--- src/design/bfc_pkg.sv ---
// Shared constants and types of the branch and flow-control unit
`default_nettype none
package bfc_pkg;

    // ----------------------------------------------------------------
    // Register byte offsets
    // ----------------------------------------------------------------
    localparam logic [7:0] ADDR_CMD  = 8'h00;
    localparam logic [7:0] ADDR_OPND = 8'h04;
    localparam logic [7:0] ADDR_PTR  = 8'h08;
    localparam logic [7:0] ADDR_PC   = 8'h0C;
    localparam logic [7:0] ADDR_FLG  = 8'h10;
    localparam logic [7:0] ADDR_STAT = 8'h14;

    // ----------------------------------------------------------------
    // Field positions
    // ----------------------------------------------------------------
    localparam int CMD_OP_LSB   = 0;
    localparam int CMD_BIT_LSB  = 8;
    localparam int CMD_TWO_POS  = 12;
    localparam int CMD_K_LSB    = 16;
    localparam int OPND_RD_LSB  = 0;
    localparam int OPND_RR_LSB  = 8;
    localparam int OPND_IO_LSB  = 16;
    localparam int PTR_Z_LSB    = 0;
    localparam int PTR_STK_LSB  = 16;
    localparam int STAT_BSY_POS = 0;
    localparam int STAT_CYC_LSB = 4;
    localparam int STAT_LNK_LSB = 16;

    // Status flag positions
    localparam int FLAG_C = 0;
    localparam int FLAG_Z = 1;
    localparam int FLAG_N = 2;
    localparam int FLAG_V = 3;
    localparam int FLAG_H = 5;
    localparam int FLAG_T = 6;
    localparam int FLAG_I = 7;

    // ----------------------------------------------------------------
    // Reset values and cycle counts
    // ----------------------------------------------------------------
    localparam logic [15:0] PC_RST   = 16'h0000;
    localparam logic [7:0]  FLG_RST  = 8'h00;
    localparam logic [2:0]  CYC_ONE   = 3'd1;
    localparam logic [2:0]  CYC_TWO   = 3'd2;
    localparam logic [2:0]  CYC_THREE = 3'd3;
    localparam logic [2:0]  CYC_FOUR  = 3'd4;

    // Operation codes
    typedef enum logic [4:0] {
        relative_jump_op,         indirect_jump_op,       relative_call_op,
        indirect_call_op,         subroutine_return_op,   interrupt_return_op,
        compare_skip_equal_op,    compare_regs_op,        compare_regs_carry_op,
        compare_immediate_op,     skip_reg_bit_clear_op,  skip_reg_bit_set_op,
        skip_io_bit_clear_op,     skip_io_bit_set_op,     branch_flag_set_op,
        branch_flag_clear_op,     branch_equal_op,        branch_not_equal_op,
        branch_carry_set_op,      branch_carry_clear_op,  branch_same_higher_op,
        branch_lower_op,          branch_minus_op,        branch_plus_op,
        branch_signed_ge_op,      branch_signed_lt_op,    branch_half_carry_set_op,
        branch_half_carry_clear_op, branch_tbit_set_op,   branch_tbit_clear_op,
        branch_overflow_set_op,   branch_overflow_clear_op
    } bfc_op_e;

    // Sequencer states
    typedef enum logic [1:0] {
        ST_IDLE = 2'b01,
        ST_EXEC = 2'b10
    } bfc_state_e;

endpackage : bfc_pkg
`default_nettype wire

--- src/design/bfc_cmp.sv ---
// Compare unit: difference flags without storing the result
`timescale 1ns/1ps
`default_nettype none
module bfc_cmp (
    // Operands
    input  wire logic [7:0] rd,
    input  wire logic [7:0] rr,
    input  wire logic       cin,
    input  wire logic       zin,
    input  wire logic       use_carry,
    // Flags
    output logic            z,
    output logic            n,
    output logic            v,
    output logic            c,
    output logic            h
);
    logic [8:0] diff;

    // Subtract with optional borrow in; result is only used for flags
    always_comb begin
        diff = {1'b0, rd} - {1'b0, rr} - {8'h00, use_carry & cin};
        c = diff[8];
        n = diff[7];
        v = (rd[7] & ~rr[7] & ~diff[7]) | (~rd[7] & rr[7] & diff[7]);
        h = (~rd[3] & rr[3]) | (rr[3] & diff[3]) | (diff[3] & ~rd[3]);
        // With carry, zero is sticky so multi-byte compares chain
        z = (diff[7:0] == 8'h00) & (use_carry ? zin : 1'b1);
    end
endmodule : bfc_cmp
`default_nettype wire

--- src/design/bfc_cond.sv ---
// Condition evaluator for branches and skips
`timescale 1ns/1ps
`default_nettype none
module bfc_cond (
    // Instruction
    input  wire logic [4:0] op,
    input  wire logic [2:0] bit_sel,
    // Operands
    input  wire logic [7:0] flags,
    input  wire logic [7:0] rd,
    input  wire logic [7:0] rr,
    input  wire logic [7:0] io,
    // Result
    output logic            is_branch,
    output logic            is_skip,
    output logic            taken
);

    // Branches test one status flag, signed ones N xor V; skips test a register bit, an I/O bit or equality
    always_comb begin
        is_branch = 1'b1;
        is_skip   = 1'b0;
        taken     = 1'b0;
        unique case (op)
            bfc_pkg::branch_flag_set_op:         taken = flags[bit_sel];
            bfc_pkg::branch_flag_clear_op:       taken = ~flags[bit_sel];
            bfc_pkg::branch_equal_op:            taken = flags[bfc_pkg::FLAG_Z];
            bfc_pkg::branch_not_equal_op:        taken = ~flags[bfc_pkg::FLAG_Z];
            bfc_pkg::branch_carry_set_op,
            bfc_pkg::branch_lower_op:            taken = flags[bfc_pkg::FLAG_C];
            bfc_pkg::branch_carry_clear_op,
            bfc_pkg::branch_same_higher_op:      taken = ~flags[bfc_pkg::FLAG_C];
            bfc_pkg::branch_minus_op:            taken = flags[bfc_pkg::FLAG_N];
            bfc_pkg::branch_plus_op:             taken = ~flags[bfc_pkg::FLAG_N];
            bfc_pkg::branch_signed_ge_op:        taken = ~(flags[bfc_pkg::FLAG_N]
                                                     ^ flags[bfc_pkg::FLAG_V]);
            bfc_pkg::branch_signed_lt_op:        taken = flags[bfc_pkg::FLAG_N]
                                                     ^ flags[bfc_pkg::FLAG_V];
            bfc_pkg::branch_half_carry_set_op:   taken = flags[bfc_pkg::FLAG_H];
            bfc_pkg::branch_half_carry_clear_op: taken = ~flags[bfc_pkg::FLAG_H];
            bfc_pkg::branch_tbit_set_op:         taken = flags[bfc_pkg::FLAG_T];
            bfc_pkg::branch_tbit_clear_op:       taken = ~flags[bfc_pkg::FLAG_T];
            bfc_pkg::branch_overflow_set_op:     taken = flags[bfc_pkg::FLAG_V];
            bfc_pkg::branch_overflow_clear_op:   taken = ~flags[bfc_pkg::FLAG_V];
            bfc_pkg::compare_skip_equal_op: begin
                is_branch = 1'b0;
                is_skip   = 1'b1;
                taken     = (rd == rr);
            end
            bfc_pkg::skip_reg_bit_clear_op, bfc_pkg::skip_reg_bit_set_op: begin
                is_branch = 1'b0;
                is_skip   = 1'b1;
                taken     = rr[bit_sel] ^ (op == bfc_pkg::skip_reg_bit_clear_op);
            end
            bfc_pkg::skip_io_bit_clear_op, bfc_pkg::skip_io_bit_set_op: begin
                is_branch = 1'b0;
                is_skip   = 1'b1;
                taken     = io[bit_sel] ^ (op == bfc_pkg::skip_io_bit_clear_op);
            end
            default: is_branch = 1'b0;
        endcase
    end
endmodule : bfc_cond
`default_nettype wire

--- src/design/bfc_flow.sv ---
// Branch, compare and flow-control unit with an AHB-Lite register slave
//
// Our own choices: the register offsets and the AHB-Lite slave port.
`timescale 1ns/1ps
`default_nettype none
// Operation
// - Taken relative branch loads PC plus offset plus one; 1 or 2 cycles, no flags.
// - Indirect jump loads PC from Z pointer, flags kept, 2 cycles.
// - Indirect call loads PC from Z pointer as a call, flags kept, 3 cycles.
// - Compare-skip-equal advances PC by 2 or 3 on equal; 1, 2 or 3 cycles.
// - Compares update Z, N, V, C, H without storing difference, 1 cycle.
// - Register bit tests skip on bit clear or set; 1, 2 or 3 cycles.
// - I/O bit tests skip on bit 0 or 1; 1, 2 or 3 cycles, no flags.
// - Generic flag branches test the indexed status bit for 1 or 0.
// - Carry branches taken on C set or C clear.
// - Signed branches use N xor V: 0 for greater-equal, 1 for less-than.
// - Sign branches taken on N set or N clear.
// - Half-carry branches taken on H set or clear.
// - Transfer-bit branches taken on T set or clear.
// - Overflow branches taken on V set or clear.
module bfc_flow (
    // Clock and reset
    input  wire logic        hclk,
    input  wire logic        hresetn,
    // AHB-Lite address phase
    input  wire logic        hsel,
    input  wire logic [31:0] haddr,
    input  wire logic [1:0]  htrans,
    input  wire logic        hwrite,
    input  wire logic [2:0]  hsize,
    input  wire logic        hready,
    // AHB-Lite data phase
    input  wire logic [31:0] hwdata,
    output logic      [31:0] hrdata,
    output logic             hreadyout,
    output logic             hresp
);
    // ----------------------------------------------------------------
    // Bus slave
    // ----------------------------------------------------------------
    logic        wr_pend_r;
    logic        rd_pend_r;
    logic [7:0]  acc_addr_r;
    logic [31:0] hrdata_r;
    logic        hreadyout_r;
    logic        addr_ok;

    // Only word-sized transfers exist; size is not decoded
    assign addr_ok = hsel & htrans[1] & hready;

    // Address phase capture; reads take one wait state so data is current
    always_ff @(posedge hclk or negedge hresetn) begin
        if (!hresetn) begin
            wr_pend_r   <= 1'b0;
            rd_pend_r   <= 1'b0;
            acc_addr_r  <= 8'h00;
            hreadyout_r <= 1'b1;
        end else begin
            wr_pend_r   <= addr_ok & hwrite;
            rd_pend_r   <= addr_ok & ~hwrite;
            hreadyout_r <= ~(addr_ok & ~hwrite);
            if (addr_ok) begin
                acc_addr_r <= haddr[7:0];
            end
        end
    end

    // ----------------------------------------------------------------
    // Architectural state
    // ----------------------------------------------------------------
    bfc_pkg::bfc_state_e state_r;
    logic [4:0]  op_r;
    logic [2:0]  bit_r;
    logic        two_r;
    logic [11:0] k_r;
    logic [7:0]  rd_r, rr_r, io_r;
    logic [15:0] z_r, stk_r, pc_r, link_r;
    logic [7:0]  flags_r;
    logic [2:0]  cnt_r, last_cyc_r;
    logic        busy;
    logic        cmd_wr;
    logic        done;

    assign busy   = (state_r == bfc_pkg::ST_EXEC);
    assign cmd_wr = wr_pend_r & (acc_addr_r == bfc_pkg::ADDR_CMD) & ~busy;

    // ----------------------------------------------------------------
    // Decode and next values
    // ----------------------------------------------------------------
    logic        is_branch, is_skip, taken;
    logic        is_cmp;
    logic        cz, cn, cv, cc, ch;
    logic [2:0]  need;
    logic [15:0] pc_nxt, rel_tgt;
    logic [7:0]  flags_nxt;

    bfc_cond u_cond (
        .op        (op_r),
        .bit_sel   (bit_r),
        .flags     (flags_r),
        .rd        (rd_r),
        .rr        (rr_r),
        .io        (io_r),
        .is_branch (is_branch),
        .is_skip   (is_skip),
        .taken     (taken)
    );

    bfc_cmp u_cmp (
        .rd        (rd_r),
        .rr        (rr_r),
        .cin       (flags_r[bfc_pkg::FLAG_C]),
        .zin       (flags_r[bfc_pkg::FLAG_Z]),
        .use_carry (op_r == bfc_pkg::compare_regs_carry_op),
        .z         (cz),
        .n         (cn),
        .v         (cv),
        .c         (cc),
        .h         (ch)
    );

    assign is_cmp  = (op_r == bfc_pkg::compare_regs_op)
                   | (op_r == bfc_pkg::compare_regs_carry_op)
                   | (op_r == bfc_pkg::compare_immediate_op);
    assign rel_tgt = pc_r + {{4{k_r[11]}}, k_r} + 16'h0001;

    // Cycle count, new program counter and new flags per operation
    always_comb begin
        need     = bfc_pkg::CYC_ONE;
        pc_nxt   = pc_r + 16'h0001;
        flags_nxt = flags_r;
        unique case (op_r)
            bfc_pkg::relative_jump_op: begin
                need   = bfc_pkg::CYC_TWO;
                pc_nxt = rel_tgt;
            end
            bfc_pkg::relative_call_op: begin
                need   = bfc_pkg::CYC_THREE;
                pc_nxt = rel_tgt;
            end
            bfc_pkg::indirect_jump_op: begin
                need   = bfc_pkg::CYC_TWO;
                pc_nxt = z_r;
            end
            bfc_pkg::indirect_call_op: begin
                need   = bfc_pkg::CYC_THREE;
                pc_nxt = z_r;
            end
            bfc_pkg::subroutine_return_op: begin
                need   = bfc_pkg::CYC_FOUR;
                pc_nxt = stk_r;
            end
            bfc_pkg::interrupt_return_op: begin
                need   = bfc_pkg::CYC_FOUR;
                pc_nxt = stk_r;
                flags_nxt[bfc_pkg::FLAG_I] = 1'b1;
            end
            bfc_pkg::compare_regs_op, bfc_pkg::compare_regs_carry_op,
            bfc_pkg::compare_immediate_op: begin
                flags_nxt[bfc_pkg::FLAG_Z] = cz;
                flags_nxt[bfc_pkg::FLAG_N] = cn;
                flags_nxt[bfc_pkg::FLAG_V] = cv;
                flags_nxt[bfc_pkg::FLAG_C] = cc;
                flags_nxt[bfc_pkg::FLAG_H] = ch;
            end
            default: begin
                if (is_branch && taken) begin
                    need   = bfc_pkg::CYC_TWO;
                    pc_nxt = rel_tgt;
                end else if (is_skip && taken) begin
                    // Skip length follows the size of the skipped instruction
                    need   = two_r ? bfc_pkg::CYC_THREE : bfc_pkg::CYC_TWO;
                    pc_nxt = pc_r + (two_r ? 16'h0003 : 16'h0002);
                end
            end
        endcase
    end

    assign done = busy & (cnt_r == need);

    // ----------------------------------------------------------------
    // Sequencer
    // ----------------------------------------------------------------
    always_ff @(posedge hclk or negedge hresetn) begin
        if (!hresetn) begin
            state_r    <= bfc_pkg::ST_IDLE;
            cnt_r      <= 3'd0;
            last_cyc_r <= 3'd0;
        end else begin
            unique case (state_r)
                bfc_pkg::ST_IDLE: begin
                    if (cmd_wr) begin
                        state_r <= bfc_pkg::ST_EXEC;
                        cnt_r   <= bfc_pkg::CYC_ONE;
                    end
                end
                bfc_pkg::ST_EXEC: begin
                    if (done) begin
                        state_r    <= bfc_pkg::ST_IDLE;
                        last_cyc_r <= need;
                    end else begin
                        cnt_r <= cnt_r + 3'd1;
                    end
                end
                default: state_r <= bfc_pkg::ST_IDLE;
            endcase
        end
    end

    // Command fields; a command written while busy is dropped
    always_ff @(posedge hclk or negedge hresetn) begin
        if (!hresetn) begin
            op_r  <= 5'd0;
            bit_r <= 3'd0;
            two_r <= 1'b0;
            k_r   <= 12'h000;
        end else if (cmd_wr) begin
            op_r  <= hwdata[bfc_pkg::CMD_OP_LSB +: 5];
            bit_r <= hwdata[bfc_pkg::CMD_BIT_LSB +: 3];
            two_r <= hwdata[bfc_pkg::CMD_TWO_POS];
            k_r   <= hwdata[bfc_pkg::CMD_K_LSB +: 12];
        end
    end

    // Operand, pointer, PC and flag registers; frozen while executing
    always_ff @(posedge hclk or negedge hresetn) begin
        if (!hresetn) begin
            rd_r   <= 8'h00;
            rr_r   <= 8'h00;
            io_r   <= 8'h00;
            z_r    <= 16'h0000;
            stk_r  <= 16'h0000;
            pc_r   <= bfc_pkg::PC_RST;
            flags_r <= bfc_pkg::FLG_RST;
            link_r  <= 16'h0000;
        end else if (done) begin
            pc_r    <= pc_nxt;
            flags_r <= flags_nxt;
            // Calls keep the address after the call for a later return
            if (op_r == bfc_pkg::relative_call_op || op_r == bfc_pkg::indirect_call_op) begin
                link_r <= pc_r + 16'h0001;
            end
        end else if (wr_pend_r && !busy) begin
            unique case (acc_addr_r)
                bfc_pkg::ADDR_OPND: begin
                    rd_r <= hwdata[bfc_pkg::OPND_RD_LSB +: 8];
                    rr_r <= hwdata[bfc_pkg::OPND_RR_LSB +: 8];
                    io_r <= hwdata[bfc_pkg::OPND_IO_LSB +: 8];
                end
                bfc_pkg::ADDR_PTR: begin
                    z_r   <= hwdata[bfc_pkg::PTR_Z_LSB +: 16];
                    stk_r <= hwdata[bfc_pkg::PTR_STK_LSB +: 16];
                end
                bfc_pkg::ADDR_PC:   pc_r   <= hwdata[15:0];
                bfc_pkg::ADDR_FLG:  flags_r <= hwdata[7:0];
                default: ;
            endcase
        end
    end

    // Read data mux, registered in the wait cycle; unmapped reads give zero
    always_ff @(posedge hclk or negedge hresetn) begin
        if (!hresetn) begin
            hrdata_r <= 32'h0000_0000;
        end else if (rd_pend_r) begin
            unique case (acc_addr_r)
                bfc_pkg::ADDR_CMD:  hrdata_r <= {4'h0, k_r, 3'b000, two_r, 1'b0, bit_r,
                                                 3'b000, op_r};
                bfc_pkg::ADDR_OPND: hrdata_r <= {8'h00, io_r, rr_r, rd_r};
                bfc_pkg::ADDR_PTR:  hrdata_r <= {stk_r, z_r};
                bfc_pkg::ADDR_PC:   hrdata_r <= {16'h0000, pc_r};
                bfc_pkg::ADDR_FLG:  hrdata_r <= {24'h00_0000, flags_r};
                bfc_pkg::ADDR_STAT: hrdata_r <= {link_r, 9'h000, last_cyc_r, 3'b000, busy};
                default:            hrdata_r <= 32'h0000_0000;
            endcase
        end
    end

    assign hrdata    = hrdata_r;
    assign hreadyout = hreadyout_r;
    assign hresp     = 1'b0; // Always OKAY; constant needs no flop
endmodule : bfc_flow
`default_nettype wire

--- config.mk ---
export PLATFORM = sky130hd
export DESIGN_NAME = bfc_flow
export DESIGN_NICKNAME = d
export VERILOG_FILES = /design/src/design/bfc_pkg.sv /design/src/design/bfc_cmp.sv /design/src/design/bfc_cond.sv /design/src/design/bfc_flow.sv
export SDC_FILE = /design/constraint.sdc
export NUM_CORES = 1
export LEC_CHECK = 0
export ABC_AREA = 0
export BUFFER_PORTS_ARGS = -buffer_cell sky130_fd_sc_hd__buf_2
export CAP_MARGIN = 10
export CORE_ASPECT_RATIO = 1.75
export CORE_MARGIN = 1
export CORE_UTILIZATION = 54
export DETAILED_ROUTE_END_ITERATION = 6
export PLACE_DENSITY = 0.73
export SYNTH_ARGS = -nofsm -noshare
export SYNTH_HDL_FRONTEND = slang
export SYNTH_SLANG_ARGS = --single-unit
export TNS_END_PERCENT = 30
--- constraint.sdc ---
create_clock -name hclk -period 3.05 [get_ports hclk]
set_input_delay 0.1525 -clock hclk [delete_from_list [all_inputs] [get_ports hclk]]
set_output_delay 0.1525 -clock hclk [all_outputs]
set_load 0.01 [all_outputs]
==> run_results.csv <==
group,metric,value,unit
yosys,synth_cell_types,77,
floorplanning,rows,67,
pwr,leakage,6.151,nW
min_path,whs_path_depth,2,
sta,fin_crit_sh,110.3,%
clocking,clockRootBuffer,"clkbuf_16",
yosys,synth_edf_count,0,
routing,vias,9854,
setup_path,r2r-end,"flags_r[1]$_DFFE_PN0P_",
floorplanning,dieArea,0.01994,mm²
floorplanning,die_h,186.1,µm
min_path,min_from,"hwdata[11]",
yosys,synth_nets,1163,
pwr,p_per_area,449.0,mW/mm²
sta,setup_viol,40,
routing,wl,38130,µm
clocking,clkSinkCount,168,
routing,antenna_left,0,
placement,dpl.cell_count,1466,
sta,fmax,297.3,MHz
yosys,syn_area_per_cell,9.938,µm²
clocking,htree_levels,4,
clocking,cts_tree,"yes",
floorplanning,design.core.area,0.01903,mm²
sta,rsz0062_at_grt,"true",
routing,avgViaCountPerCell,6.374,
clocking,clk_latency,0.45,ns
sta,setup_slack,-0.3135,ns
sta,worstMarginPinSlew,1.167,ns
setup_path,path_class,"register to register",
setup_path,critPathCapture,"flags_r[1]$_DFFE_PN0P_",
layout,antenna_cells,0,
routing,first_pass_iters,6,
placement,port_buffers,78,
yosys,yosysTopAreaCell,"dfrtp_1",
yosys,syn-instance-count,1052,
yosys,yosys_warnings,0,
sta,maxSlewViolCount,0,
placement,dp_hpwl,28340,µm
sta,setup-tns-final,-5.431,ns
grt,grt_usage,39.52,%
layout,fin_cells,1546,
floorplanning,ioPinCount,108,
setup_path,crit_path_end_kind,"register",
setup_path,arrival,3.72,ns
layout,final_area,0.01363,mm²
floorplanning,initial_utilization,54.94,%
grt,grt_max_degree,63,
grt,grt_pass1_vias,9937,
routing,post_drt_wl_per_cell,24.67,µm
setup_path,required,3.41,ns
grt,grt_pass1_wl,56840,µm
routing,drc,0,
layout,finish.utilization,71.62,%
yosys,yosys.area.top_type_share,39.73,%
min_path,hp-class,"input pin to register",
setup_path,rrSetupSlack,-0.31,ns
setup_path,critPathMaxFanout,2,
sta,fin_worst_skew,0.01035,ns
layout,drive_gt1_share,35.79,%
placement,gp_congestion,1.052,
layout,n_fill_cell,1417,
pwr,peakVddDrop,0.0004539,V
sta,slew_headroom,22.20,%
setup_path,reg2reg_depth,14,
yosys,yosys-top-cells-area,"dfrtp_1 (40%), mux2_2 (9.0%), ha_1 (4.1%), mux2i_1 (3.3%), a222oi_1 (3.1%)",
grt,antenna_found_initial,0,
yosys,ys_ff_latch,168,
run_status,status,"finished, violations left",
setup_path,start_kind,"register",
routing,dr.first_iter.drc_count,901,
yosys,syn-cell-area,0.01046,mm²
job,maxCapViolCount,0,
placement,placed_area,0.01220,mm²
clocking,cts_made_buffers,17,
yosys,ys_dominant_reg_cell,"dfrtp_1",
clocking,cts_buffer_depth,2,
sta,finalCriticalPeriod,3.364,ns
setup_path,startpoint,"op_r[2]$_DFFE_PN0P_",
grt,grt.overflow.total,0,
yosys,ys_seq_area_share,40.23,%
run_status,violations,"setup timing",
layout,layout.nets,1403,
pwr,p_total,6.119,mW
sta,hold_viol_final,0,
layout,area_delta_synth_final,30.36,%
yosys,ys_async_sr_fraction,100.0,%
setup_path,r2r-start,"op_r[2]$_DFFE_PN0P_",
floorplanning,die_w,107.2,µm
clocking,clk_pin_slew,0.07,ns
[layout make-up]
type | instances | area, µm² | share of cell area [%]
Sequential cell | 168 | 4208 | 30.87
Inverter | 78 | 292.8 | 2.148
Timing Repair Buffer | 293 | 2221 | 16.29
Multi-Input combinational cell | 734 | 6011 | 44.10
Clock inverter | 13 | 152.6 | 1.120
Tap cell | 241 | 301.5 | 2.212
Clock buffer | 19 | 442.9 | 3.250
[synthesized netlist by cell type, drive strengths merged (32+ instances only)]
cell type  count
dfrtp        166
mux2i         34
clkbuf        51
mux2          99
o22ai         35
a222oi        32
ha            34
nand2         73
inv           78
nor2          48
o21ai         56
a21oi         39
[worst max-delay path: stages (launching register included)]
cell,delay (ns)
dfrtp_1,0.38
nand2b_4,0.14
or2_4,0.24
nor3_4,0.19
nand2_2,0.09
fa_2,0.56
inv_1,0.05
ha_1,0.17
o21ai_1,0.16
nand2_2,0.07
a21o_1,0.18
a21oi_2,0.18
xnor2_2,0.09
or4_4,0.54
a221oi_2,0.23
[metal layers]
metal | up-vias | part of all wire [%] | GRT usage, %
met5 | - | 0 | 0
met3 | 187 | 6.5 | 7.388
met1 | 4808 | 34 | 41.73
li1 | 4368 | - | -
met2 | 491 | 50 | 67.30
met4 | 0 | 9.7 | 33.64
[timing repair]
item,CTS,global route
resized for setup,63,25
buffers inserted,13,6
hold endpoints to repair,108,0
pin swaps,30,20
hold buffers,32,0
endpoints found under the setup margin,39,42
[flip-flops by register name, summed over array words and instances (netlist names), 8 cells and up]
register / cells
link_r: 16
stk_r: 16
acc_addr_r: 8
pc_r: 16
rd_r: 8
k_r: 12
flags_r: 8
io_r: 8
rr_r: 8
hrdata: 32
z_r: 16
[worst min-delay path by stage]
stage | to | slack (ns)
global route | z_r[11]$_DFFE_PN0P_ | 0.02
detailed placement | stk_r[14]$_DFFE_PN0P_ | 0.15
global placement | stk_r[12]$_DFFE_PN0P_ | 0.15
CTS | z_r[13]$_DFFE_PN0P_ | 0.005
finish | z_r[11]$_DFFE_PN0P_ | 0.02
floorplan | acc_addr_r[0]$_DFFE_PN0P_ | -0.14
[cell usage in the layout (no fill, tap or decap), types with 35 or more instances in the layout]
| master | netlist | layout |
|---|---|---|
| dfrtp_1 | 166 | 165 |
| nor2_1 | 48 | 47 |
| buf_4 | 4 | 168 |
| buf_2 | 4 | 77 |
| inv_1 | 78 | 73 |
| mux2_2 | 84 | 83 |
| o21ai_0 | 53 | 48 |
| nand2_1 | 73 | 68 |
| o22ai_1 | 35 | 35 |
[logic make-up after synthesis]
| group | Yosys count | share of synthesized area [%] |
|---|---|---|
| AO/OA/AOI/OAI | 273 | 18.62 |
| XOR/XNOR | 46 | 3.925 |
| adder cells (fa/ha/maj) | 37 | 4.643 |
| buffers and inverters | 150 | 6.032 |
| flip-flops | 168 | 40.23 |
| multiplexers | 136 | 14.89 |
| other | 1 | 0.03587 |
| AND/OR/NAND/NOR | 241 | 11.62 |
[power by group]
group | switching [mW] | internal (mW) | total [mW]
combinational | 0.792 | 0.669 | 1.46
sequential | 0.112 | 2.33 | 2.44
clock | 1.03 | 1.19 | 2.22
[stage by stage]
stage | hold WS [ns] | setup WS [ns]
6_report | 0.02239 | -0.3135
3_5_place_dp | 0.1457 | -0.4499
4_1_cts | 0.004936 | -0.3849
3_3_place_gp | 0.1456 | -0.3994
2_1_floorplan | -0.1431 | -0.1435
5_1_grt | 0.01841 | -0.3921
Power figures use the tool's default switching activity.
